$ cat src/logic/can_lp_cfg.svh
// Offsets, field positions, reset values and timing counts of the CAN low-power control block.
// Assumes inclusion by bare name from the package and the self-checking bench.
`ifndef CAN_LP_CFG_SVH
`define CAN_LP_CFG_SVH

// ****************************************************************
// Register byte offsets
// ****************************************************************
`define LP_CTRL_OFFSET 12'h000
`define LP_STATUS_OFFSET 12'h004
`define LP_PENDING_OFFSET 12'h008
`define LP_BUSOFF_OFFSET 12'h00C
`define LP_RXBUF_OFFSET 12'h010

// ****************************************************************
// Control fields
// ****************************************************************
`define CTRL_SLEEP_REQUEST_BIT 0
`define CTRL_WAKE_UP_ENABLE_BIT 1
`define CTRL_STOP_IN_WAIT_BIT 2
`define CTRL_RESET_VALUE 32'h00000000

// ****************************************************************
// Status fields
// ****************************************************************
`define STAT_SLEEP_ACK_BIT 0
`define STAT_SYNCH_BIT 1
`define STAT_BUSOFF_BIT 2
`define STAT_POWER_DOWN_BIT 3
`define STAT_RECOVERY_BIT 4
`define STAT_FG_FULL_BIT 5
`define STAT_BG_FULL_BIT 6
`define STAT_TX_BUSY_BIT 7

// ****************************************************************
// Pending action fields
// ****************************************************************
`define PEND_COPY_BIT 0
`define PEND_ABORT_BIT 1
`define PEND_TX_BIT 2

// ****************************************************************
// Timing counts
// ****************************************************************
`define RECESSIVE_BITS_SYNCH 11
`define BUSOFF_SEQUENCES 128
`define BIT_TIME_NS 2000
`define BIT_CYCLES ((`BIT_TIME_NS + 9) / 10)
`define RECOVERY_TIME_NS 1000
`define RECOVERY_CYCLES ((`RECOVERY_TIME_NS + 9) / 10)

`endif

$ cat src/logic/can_lp_pkg.sv
// Types shared by the CAN low-power control block.
// Assumes the configuration header is on the include path.
`include "can_lp_cfg.svh"

package can_lp_pkg;

	typedef enum logic [2:0] {
		MODE_NORMAL = 3'h0,
		MODE_SLEEP_WAIT = 3'h1,
		MODE_SLEEP = 3'h3,
		MODE_SYNCH = 3'h2,
		MODE_RECOVERY = 3'h6,
		MODE_POWER_DOWN = 3'h4
	} lp_mode_type;

	typedef struct packed {
		logic sleep_request;
		logic wake_up_enable;
		logic stop_in_wait;
	} ctrl_type;

	typedef struct packed {
		logic bit_tick;
		logic recessive;
		logic dominant_edge;
	} bus_sense_type;

	typedef struct packed {
		logic [7:0] count;
		logic done;
	} run_count_type;

endpackage : can_lp_pkg

$ cat src/logic/can_bit_divider.sv
// Bit-rate enable divider for the CAN low-power control block.
// Assumes one clock; emits a one-cycle tick every DIVIDE cycles while run is high.
`timescale 1ns/100ps

module can_bit_divider import can_lp_pkg::*; #(
	parameter int DIVIDE = `BIT_CYCLES
) (
	input wire logic pclk,
	input wire logic presetn,
	input wire logic run,
	output logic tick
);

	typedef struct packed {
		logic [15:0] count;
		logic tick;
	} div_state_type;

	div_state_type state_reg;
	div_state_type state_next;

	always_comb begin
		state_next = state_reg;
		state_next.tick = 1'b0;
		if (!run) begin
			state_next.count = 16'h0000;
		end else if (state_reg.count == 16'(DIVIDE - 1)) begin
			state_next.count = 16'h0000;
			state_next.tick = 1'b1;
		end else begin
			state_next.count = state_reg.count + 16'h0001;
		end
	end

	always_ff @(posedge pclk or negedge presetn) begin
		if (!presetn) begin
			state_reg <= '0;
		end else begin
			state_reg <= state_next;
		end
	end

	assign tick = state_reg.tick;

endmodule : can_bit_divider

$ cat src/logic/can_recessive_counter.sv
// Counts consecutive recessive bit times; a pulse marks each run of LENGTH bits.
// Assumes the sampled bus level and a bit tick from the divider.
`timescale 1ns/100ps

module can_recessive_counter import can_lp_pkg::*; #(
	parameter int LENGTH = `RECESSIVE_BITS_SYNCH
) (
	input wire logic pclk,
	input wire logic presetn,
	input wire logic clear,
	input wire bus_sense_type sense,
	output run_count_type run
);

	run_count_type state_reg;
	run_count_type state_next;

	always_comb begin
		state_next = state_reg;
		state_next.done = 1'b0;
		if (clear || (sense.bit_tick && !sense.recessive)) begin
			state_next.count = 8'h00;
		end else if (sense.bit_tick) begin
			if (state_reg.count == 8'(LENGTH - 1)) begin
				state_next.count = 8'h00;
				state_next.done = 1'b1;
			end else begin
				state_next.count = state_reg.count + 8'h01;
			end
		end
	end

	always_ff @(posedge pclk or negedge presetn) begin
		if (!presetn) begin
			state_reg <= '0;
		end else begin
			state_reg <= state_next;
		end
	end

	assign run = state_reg;

endmodule : can_recessive_counter

$ cat src/logic/can_sleep_power_down_control.sv
// Sleep and power-down control of a CAN controller, with an APB register slave.
// Assumes synchronous inputs on pclk; the protocol engine sits outside and obeys the
// abort, receive-level and receive-enable outputs of this block.
//
// Local design decisions: the APB slave port and the address map.
`timescale 1ns/100ps

module can_sleep_power_down_control import can_lp_pkg::*; #(
	parameter int BIT_DIVIDE = `BIT_CYCLES,
	parameter int RECOVERY = `RECOVERY_CYCLES,
	parameter int BUF_WIDTH = 32
) (
	input wire logic pclk,
	input wire logic presetn,
	input wire logic psel,
	input wire logic penable,
	input wire logic pwrite,
	input wire logic [11:0] paddr,
	input wire logic [31:0] pwdata,
	output logic [31:0] prdata,
	output logic pready,
	output logic pslverr,
	input wire logic cpu_stop,
	input wire logic cpu_wait,
	input wire logic can_receive_pin,
	output logic can_transmit_pin,
	input wire logic engine_tx_bit,
	input wire logic engine_busy,
	input wire logic engine_rx_valid,
	input wire logic [BUF_WIDTH-1:0] engine_rx_data,
	input wire logic engine_bus_off,
	input wire logic engine_tx_done,
	output logic engine_abort,
	output logic engine_rx_level,
	output logic engine_rx_enable,
	output logic engine_tx_start,
	output logic engine_tx_cancel,
	output logic engine_busoff_step
);

	// ****************************************************************
	// State
	// ****************************************************************
	typedef struct packed {
		lp_mode_type mode;
		ctrl_type ctrl;
		logic slept_before;
		logic [15:0] recovery_count;
		logic [7:0] busoff_runs;
		logic [2:0] pending;
		logic fg_full;
		logic bg_full;
		logic [BUF_WIDTH-1:0] fg_data;
		logic [BUF_WIDTH-1:0] bg_data;
		logic rx_prev;
		logic tx_pin;
		logic abort;
		logic rx_level;
		logic rx_enable;
		logic tx_start;
		logic tx_cancel;
		logic busoff_step;
		logic [31:0] rdata;
		logic ready;
		logic slverr;
	} lp_state_type;

	lp_state_type state_reg;
	lp_state_type state_next;

	bus_sense_type sense;
	run_count_type run;
	logic bit_tick;
	logic power_down_req;
	logic counting;
	logic run_clear;

	function automatic logic is_sleep_mode(input lp_mode_type m);
		return (m == MODE_SLEEP);
	endfunction : is_sleep_mode

	function automatic logic restarts_run(input lp_mode_type m);
		return (m == MODE_SLEEP) || (m == MODE_RECOVERY) || (m == MODE_POWER_DOWN);
	endfunction : restarts_run

	// ****************************************************************
	// Power-down request and bit timing
	// ****************************************************************
	assign power_down_req = cpu_stop || (cpu_wait && state_reg.ctrl.stop_in_wait);
	assign counting = (state_reg.mode != MODE_POWER_DOWN);
	// Synchronising always starts from an empty run of recessive bits
	assign run_clear = restarts_run(state_reg.mode);

	can_bit_divider #(
		.DIVIDE(BIT_DIVIDE)
	) u_divider (
		.pclk(pclk),
		.presetn(presetn),
		.run(counting),
		.tick(bit_tick)
	);

	// ****************************************************************
	// Bus sensing
	// ****************************************************************
	always_comb begin
		sense.bit_tick = bit_tick;
		sense.recessive = state_reg.rx_level;
		sense.dominant_edge = state_reg.rx_prev && !can_receive_pin;
	end

	can_recessive_counter #(
		.LENGTH(`RECESSIVE_BITS_SYNCH)
	) u_recessive (
		.pclk(pclk),
		.presetn(presetn),
		.clear(run_clear),
		.sense(sense),
		.run(run)
	);

	// ****************************************************************
	// Next state
	// ****************************************************************
	always_comb begin
		logic acc;
		logic wr;
		logic rd;
		logic asleep;
		logic [2:0] pend_set;
		state_next = state_reg;
		acc = psel && penable && !state_reg.ready;
		wr = acc && pwrite;
		rd = acc && !pwrite;
		asleep = is_sleep_mode(state_reg.mode);
		pend_set = (wr && paddr == `LP_PENDING_OFFSET && state_reg.mode != MODE_POWER_DOWN) ?
			pwdata[2:0] : 3'h0;
		state_next.ready = 1'b0;
		state_next.slverr = 1'b0;
		state_next.tx_start = 1'b0;
		state_next.tx_cancel = 1'b0;
		state_next.busoff_step = 1'b0;
		state_next.abort = 1'b0;
		state_next.rx_prev = can_receive_pin;

		// Bus receive path, masked in sleep without wake-up enable
		if (asleep && !state_reg.ctrl.wake_up_enable) begin
			state_next.rx_level = 1'b1;
		end else begin
			state_next.rx_level = can_receive_pin;
		end

		// Register access; no answer while powered down
		if (acc && state_reg.mode != MODE_POWER_DOWN) begin
			state_next.ready = 1'b1;
			case (paddr)
				`LP_CTRL_OFFSET: begin
					if (wr) begin
						state_next.ctrl.wake_up_enable = pwdata[`CTRL_WAKE_UP_ENABLE_BIT];
						state_next.ctrl.stop_in_wait = pwdata[`CTRL_STOP_IN_WAIT_BIT];
						if (pwdata[`CTRL_SLEEP_REQUEST_BIT]) begin
							state_next.ctrl.sleep_request = 1'b1;
						end else if (asleep) begin
							state_next.ctrl.sleep_request = 1'b0;
						end
					end
					state_next.rdata = {29'h0, state_reg.ctrl.stop_in_wait,
						state_reg.ctrl.wake_up_enable, state_reg.ctrl.sleep_request};
				end
				`LP_STATUS_OFFSET: begin
					state_next.rdata = {24'h0, engine_busy, state_reg.bg_full,
						state_reg.fg_full, state_reg.mode == MODE_RECOVERY, 1'b0,
						engine_bus_off, state_reg.mode == MODE_NORMAL, asleep};
				end
				`LP_PENDING_OFFSET: begin
					if (wr) begin
						state_next.pending = state_reg.pending | pwdata[2:0];
					end
					state_next.rdata = {29'h0, state_reg.pending};
				end
				`LP_BUSOFF_OFFSET: begin
					state_next.rdata = {24'h0, state_reg.busoff_runs};
				end
				`LP_RXBUF_OFFSET: begin
					state_next.rdata = 32'(state_reg.fg_data);
					if (rd && state_reg.fg_full) begin
						state_next.fg_full = 1'b0;
						state_next.pending[`PEND_COPY_BIT] = state_reg.bg_full;
					end
				end
				default: begin
					state_next.rdata = 32'h00000000;
					state_next.slverr = 1'b1;
				end
			endcase
		end

		// Receive buffers hold through sleep; reception only when synchronised
		if (engine_rx_valid && state_reg.rx_enable) begin
			if (!state_next.fg_full) begin
				state_next.fg_data = engine_rx_data;
				state_next.fg_full = 1'b1;
			end else begin
				state_next.bg_data = engine_rx_data;
				state_next.bg_full = 1'b1;
			end
		end
		if (engine_tx_done) begin
			state_next.pending[`PEND_TX_BIT] = 1'b0;
		end

		// Bus-off runs are counted in normal mode and kept over sleep
		if (!engine_bus_off) begin
			state_next.busoff_runs = 8'h00;
		end else if (run.done && state_reg.mode == MODE_NORMAL) begin
			state_next.busoff_step = 1'b1;
			if (state_reg.busoff_runs == 8'(`BUSOFF_SEQUENCES - 1)) begin
				state_next.busoff_runs = 8'h00;
			end else begin
				state_next.busoff_runs = state_reg.busoff_runs + 8'h01;
			end
		end

		// Mode sequencing
		case (state_reg.mode)
			MODE_NORMAL: begin
				if (state_reg.ctrl.sleep_request) begin
					state_next.mode = MODE_SLEEP_WAIT;
				end
			end
			MODE_SLEEP_WAIT: begin
				if (!engine_busy) begin
					state_next.mode = MODE_SLEEP;
					state_next.rx_enable = 1'b0;
				end
			end
			MODE_SLEEP: begin
				if (!state_reg.ctrl.sleep_request ||
					(state_reg.ctrl.wake_up_enable && sense.dominant_edge)) begin
					state_next.mode = MODE_SYNCH;
					state_next.ctrl.sleep_request = 1'b0;
					state_next.rx_enable = 1'b0;
				end
			end
			MODE_SYNCH: begin
				if (run.done && !power_down_req) begin
					state_next.mode = MODE_NORMAL;
					state_next.rx_enable = 1'b1;
					if (state_reg.pending[`PEND_COPY_BIT] && !state_reg.fg_full) begin
						state_next.fg_data = state_reg.bg_data;
						state_next.fg_full = 1'b1;
						state_next.bg_full = 1'b0;
						state_next.pending[`PEND_COPY_BIT] = 1'b0;
					end
					state_next.tx_cancel = state_reg.pending[`PEND_ABORT_BIT];
					state_next.pending[`PEND_ABORT_BIT] = 1'b0;
					state_next.tx_start = state_reg.pending[`PEND_TX_BIT] &&
						!state_reg.pending[`PEND_ABORT_BIT];
				end
			end
			MODE_RECOVERY: begin
				if (state_reg.recovery_count == 16'h0000) begin
					state_next.mode = MODE_SYNCH;
				end else begin
					state_next.recovery_count = state_reg.recovery_count - 16'h0001;
				end
			end
			MODE_POWER_DOWN: begin
				if (!power_down_req) begin
					if (state_reg.slept_before) begin
						state_next.mode = MODE_SLEEP;
					end else begin
						state_next.mode = MODE_RECOVERY;
						state_next.recovery_count = 16'(RECOVERY - 1);
					end
				end
			end
			default: begin
				state_next.mode = MODE_NORMAL;
			end
		endcase

		// Power-down entry overrides the mode, receive enable and access answer; software should have slept first
		if (power_down_req && state_reg.mode != MODE_POWER_DOWN) begin
			state_next.mode = MODE_POWER_DOWN;
			state_next.slept_before = asleep;
			state_next.abort = !asleep;
			state_next.rx_enable = 1'b0;
			state_next.ready = 1'b0;
		end

		// A software set of a pending action wins over its clear in the same cycle
		state_next.pending = state_next.pending | pend_set;
		if (state_next.mode == MODE_POWER_DOWN || asleep) begin
			state_next.tx_pin = 1'b1;
		end else begin
			state_next.tx_pin = engine_tx_bit;
		end
	end

	always_ff @(posedge pclk or negedge presetn) begin
		if (!presetn) begin
			state_reg <= '0;
			state_reg.mode <= MODE_SYNCH;
			state_reg.tx_pin <= 1'b1;
			state_reg.rx_level <= 1'b1;
			state_reg.rx_prev <= 1'b1;
		end else begin
			state_reg <= state_next;
		end
	end

	// ****************************************************************
	// Outputs
	// ****************************************************************
	assign prdata = state_reg.rdata;
	assign pready = state_reg.ready;
	assign pslverr = state_reg.slverr;
	assign can_transmit_pin = state_reg.tx_pin;
	assign engine_abort = state_reg.abort;
	assign engine_rx_level = state_reg.rx_level;
	assign engine_rx_enable = state_reg.rx_enable;
	assign engine_tx_start = state_reg.tx_start;
	assign engine_tx_cancel = state_reg.tx_cancel;
	assign engine_busoff_step = state_reg.busoff_step;

endmodule : can_sleep_power_down_control

$ cat config.mk
export PLATFORM = sky130hd
export DESIGN_NAME = can_sleep_power_down_control
export DESIGN_NICKNAME = d
export VERILOG_FILES = /design/src/logic/can_lp_pkg.sv /design/src/logic/can_bit_divider.sv /design/src/logic/can_recessive_counter.sv /design/src/logic/can_sleep_power_down_control.sv
export VERILOG_INCLUDE_DIRS = /design/src /design/src/logic
export SDC_FILE = /design/constraint.sdc
export NUM_CORES = 1
export LEC_CHECK = 0
export ABC_AREA = 1
export ABC_CLOCK_PERIOD_IN_PS = 2300
export BUFFER_PORTS_ARGS = -buffer_cell sky130_fd_sc_hd__clkbuf_2
export CAP_MARGIN = 25
export CORE_ASPECT_RATIO = 0.7
export CORE_MARGIN = 2
export CORE_UTILIZATION = 57
export DETAILED_ROUTE_END_ITERATION = 8
export GPL_ROUTABILITY_DRIVEN = 0
export GPL_TIMING_DRIVEN = 0
export PLACE_DENSITY_LB_ADDON = 0.1
export SKIP_LAST_GASP = 1
export SYNTH_ARGS = -nofsm -noshare
export SYNTH_HDL_FRONTEND = slang
export SYNTH_SLANG_ARGS = --single-unit
$ cat constraint.sdc
create_clock -name pclk -period 2.3 [get_ports pclk]
set_input_delay 0.115 -clock pclk [delete_from_list [all_inputs] [get_ports pclk]]
set_output_delay 0.115 -clock pclk [all_outputs]
set_load 0.005 [all_outputs]
==> results.json <==
{
  "setup_ws_ns": 0.3140,
  "antenna_left": 0,
  "ir_drop_uv": 386.0,
  "grtUsageTotal_pct": 27.21,
  "crit-reg2reg-launch": "state_reg[136]",
  "clk_pin_slew_ns": 0.07,
  "power_density_nw_per_um2": 771.3,
  "die_x_um": 151.0,
  "gr-max-usage-layer": "met2",
  "grt_pass1_vias": 6946,
  "r2r_cells": 7,
  "critPathCapture": "state_reg[96]",
  "die_h_um": 106.9,
  "slew_headroom_pct": 54.62,
  "drc": 0,
  "grtUsageMet3_pct": 4.596,
  "use_met2_pct": 41.36,
  "final_nets": 1347,
  "final_area_um2": 10320,
  "initial_core_util_pct": 58.55,
  "rsz0062_at_grt": "false",
  "finalHoldViolations": 0,
  "cts_tree": "built",
  "cp_cell_sequence": "a21oi_2, nand3_2, nor3_4, inv_2, buf_2, nand3_1, nand2_1",
  "setup_viol": 0,
  "power.share.clock_pct": 35.1,
  "setup_tns_ns": 0,
  "power_switching_uw": 2597,
  "cts_setup_buffers": 0,
  "crit_arrival_ns": 2.30,
  "dr.pass1.iters": 5,
  "coreArea_um2": 14720,
  "dieArea_um2": 16140,
  "crit_type": "flip-flop to flip-flop",
  "rows": 37,
  "worst_clock_skew_ns": 0.01045,
  "internal-power_uw": 5361,
  "critPathLaunchType": "flip-flop",
  "hpwl_mm": 14.57,
  "clock-root-buffer": "clkbuf_16",
  "use_met1_pct": 40.90,
  "wl_per_cell_um": 14.34,
  "place.port_buffers": 99,
  "grt_max_degree": 100,
  "synth_cells": 1098,
  "cts_max_path_buffers": 2,
  "critPathMaxFanout": 10,
  "grt_pass1_wl_mm": 34.34,
  "largest_reg_flops": 101,
  "pwr-share-comb_pct": 21.9,
  "p_leak_uw": 0.005266,
  "antenna_found_initial": 0,
  "slowest_stage": "dfrtp_1",
  "fin_cells": 1460,
  "period_needed_ns": 1.986,
  "drive_gt1_share_pct": 17.23,
  "rrSetupSlack_ns": 0.31,
  "finalCritPeriodShare_pct": 86.35,
  "pre_cts_slack_ns": 0.3268,
  "htreeDepth": 4,
  "placed_cell_area_um2": 9395,
  "synth_area_um2": 8620,
  "cap_violations": 0,
  "pwr-share-seq_pct": 42.9,
  "max_freq_mhz": 503.5,
  "slowest_delay_ns": 0.43,
  "synth_cell_types": 39,
  "min_path_type": "primary input to flip-flop",
  "dr.first_iter.drc_count": 589,
  "cts_buffers": 17,
  "worstMarginPinSlew_ns": 0.6754,
  "crit_path_end_kind": "flip-flop",
  "viasPerCell": 5.217,
  "cp-startpoint": "state_reg[136]",
  "swShare_pct": 32.64,
  "syn_nets": 1193,
  "finalMaxSlewViolations": 0,
  "antenna_cells": 0,
  "power_uw": 7959,
  "n_fill_cell": 1239,
  "syn_to_final_growth_pct": 19.71,
  "yosysSeqAreaShare_pct": 48.83,
  "synth_seq_cells": 168,
  "yosysWarnings": 0,
  "ioPinCount": 130,
  "wirelength_mm": 20.93,
  "clock_sinks": 168,
  "vias": 7617,
  "outcome": "finished clean",
  "dp.cells": 1393,
  "crit_required_ns": 2.61,
  "r2r-end": "state_reg[96]",
  "avgSynthCellArea_um2": 7.850,
  "clk_latency_ns": 0.42,
  "overflow": 0
}
[how the worst min path moves through the flow]
| stage | startpoint | end | slack [ns] | cells after the start |
|---|---|---|---|---|
| after floorplan | presetn | engine_abort | -0.18 | 0 |
| after global placement | can_receive_pin | state_reg[41] | 0.22 | 1 |
| after detailed placement | presetn | u_recessive.run[7] | 0.16 | 1 |
| after CTS | engine_rx_data[25] | state_reg[67] | 0.0002 | 3 |
| after global routing | engine_rx_data[29] | state_reg[71] | 0.01 | 3 |
| final | engine_rx_data[25] | state_reg[67] | 0.002 | 3 |
[layout by cell type, fill, tap and decap left out, types with 6 or more instances in the layout]
cell	n
buf_2	22
o31ai_1	27
nor3_1	22
ha_1	6
buf_4	38
nand2_1	286
inv_1	144
dfrtp_1	164
xor2_1	17
a21oi_1	17
clkbuf_2	98
dlygate4sd3_1	35
nand3_1	119
nand4_1	13
clkbuf_16	17
clkbuf_1	9
o21ai_1	8
nor2_1	85
o21ai_0	70
[kinds of logic (layout without fill, tap and decap cells)]
group,after synthesis,count (layout),share of synthesized area [%]
simple gates,551,551,27.65
flops,168,168,48.83
fa+ha+maj,6,6,0.8709
xor+xnor,20,20,2.032
buf+inv,220,387,11.84
compound gates,133,133,8.768
[what timing repair did]
action,in CTS,in global routing
hold buffers,35,0
hold endpoints to repair,103,0
setup endpoints to repair,0,0
resized for setup,0,0
[power by group through the flow]
stage / logic (uW) / registers [uW] / clock network [uW]
after CTS: 1740 / 3410 / 2810
after floorplan: 1190 / 3390 / 0
after global placement: 1630 / 3450 / 0
after global routing: 1960 / 3440 / 2950
final: 1750 / 3410 / 2800
after detailed placement: 1690 / 3450 / 0
[critical path, delay by kind of cell, from the launching register on]
kind / cells / cell delay [ns]
AOI/OAI and AO/OA: 1 / 0.35
and+or+nand+nor: 4 / 0.75
DFF: 1 / 0.43
buffers and inverters: 2 / 0.34
[through the flow]
step | utilization, % | hold WS, ns
after floorplan | - | -0.1806
after global routing | 70.09 | 0.009564
after CTS | 70.09 | 0.0001575
final | 70.09 | 0.001911
after detailed placement | 63.82 | 0.1559
after global placement | 63.57 | 0.2219
[final cells by class]
| class | instances | area [um^2] | share of cell area (%) |
|---|---|---|---|
| buffer | 71 | 459.2 | 4.450 |
| tap | 195 | 244.0 | 2.365 |
| inverter | 149 | 561.8 | 5.444 |
| multi-input combinational | 710 | 3390 | 32.85 |
| sequential | 168 | 4209 | 40.79 |
| timing repair buffer | 135 | 882.1 | 8.549 |
| clock inverter | 12 | 116.4 | 1.128 |
| clock buffer | 20 | 456.7 | 4.426 |
[layer usage]
metal | wire, um | vias up
met4 | 248 | 0
met1 | 10060 | 3532
li1 | - | 3793
met5 | 0 | -
met3 | 1345 | 20
met2 | 9282 | 272
[cell usage after synthesis (all sizes together)]
cell      n  area [um^2]
nand2   290         1099
dfrtp   164         4104
inv     148        558.0
nand3   121        615.6
nor2     87        331.6
o21ai    78        390.4
buf      63        429.2
nor3     27        166.4
o31ai    27        202.7
a21oi    18        93.84
xor2     17        148.9
nand4    13        81.33
clkbuf    8        30.03
ha        6        75.07
dfstp     4        105.1
nand3b    4        30.03
nor4      4        25.02
o22ai     4        25.02
xnor2     3        26.28
a31oi     2        12.51
nor3b     2        15.01
or2       2        12.51
a211oi    1        7.510
a22oi     1        7.510
and2b     1        7.510
clkinv    1        3.750
o211ai    1        7.510
o221ai    1        8.760
(Power assumes the default switching activity.)
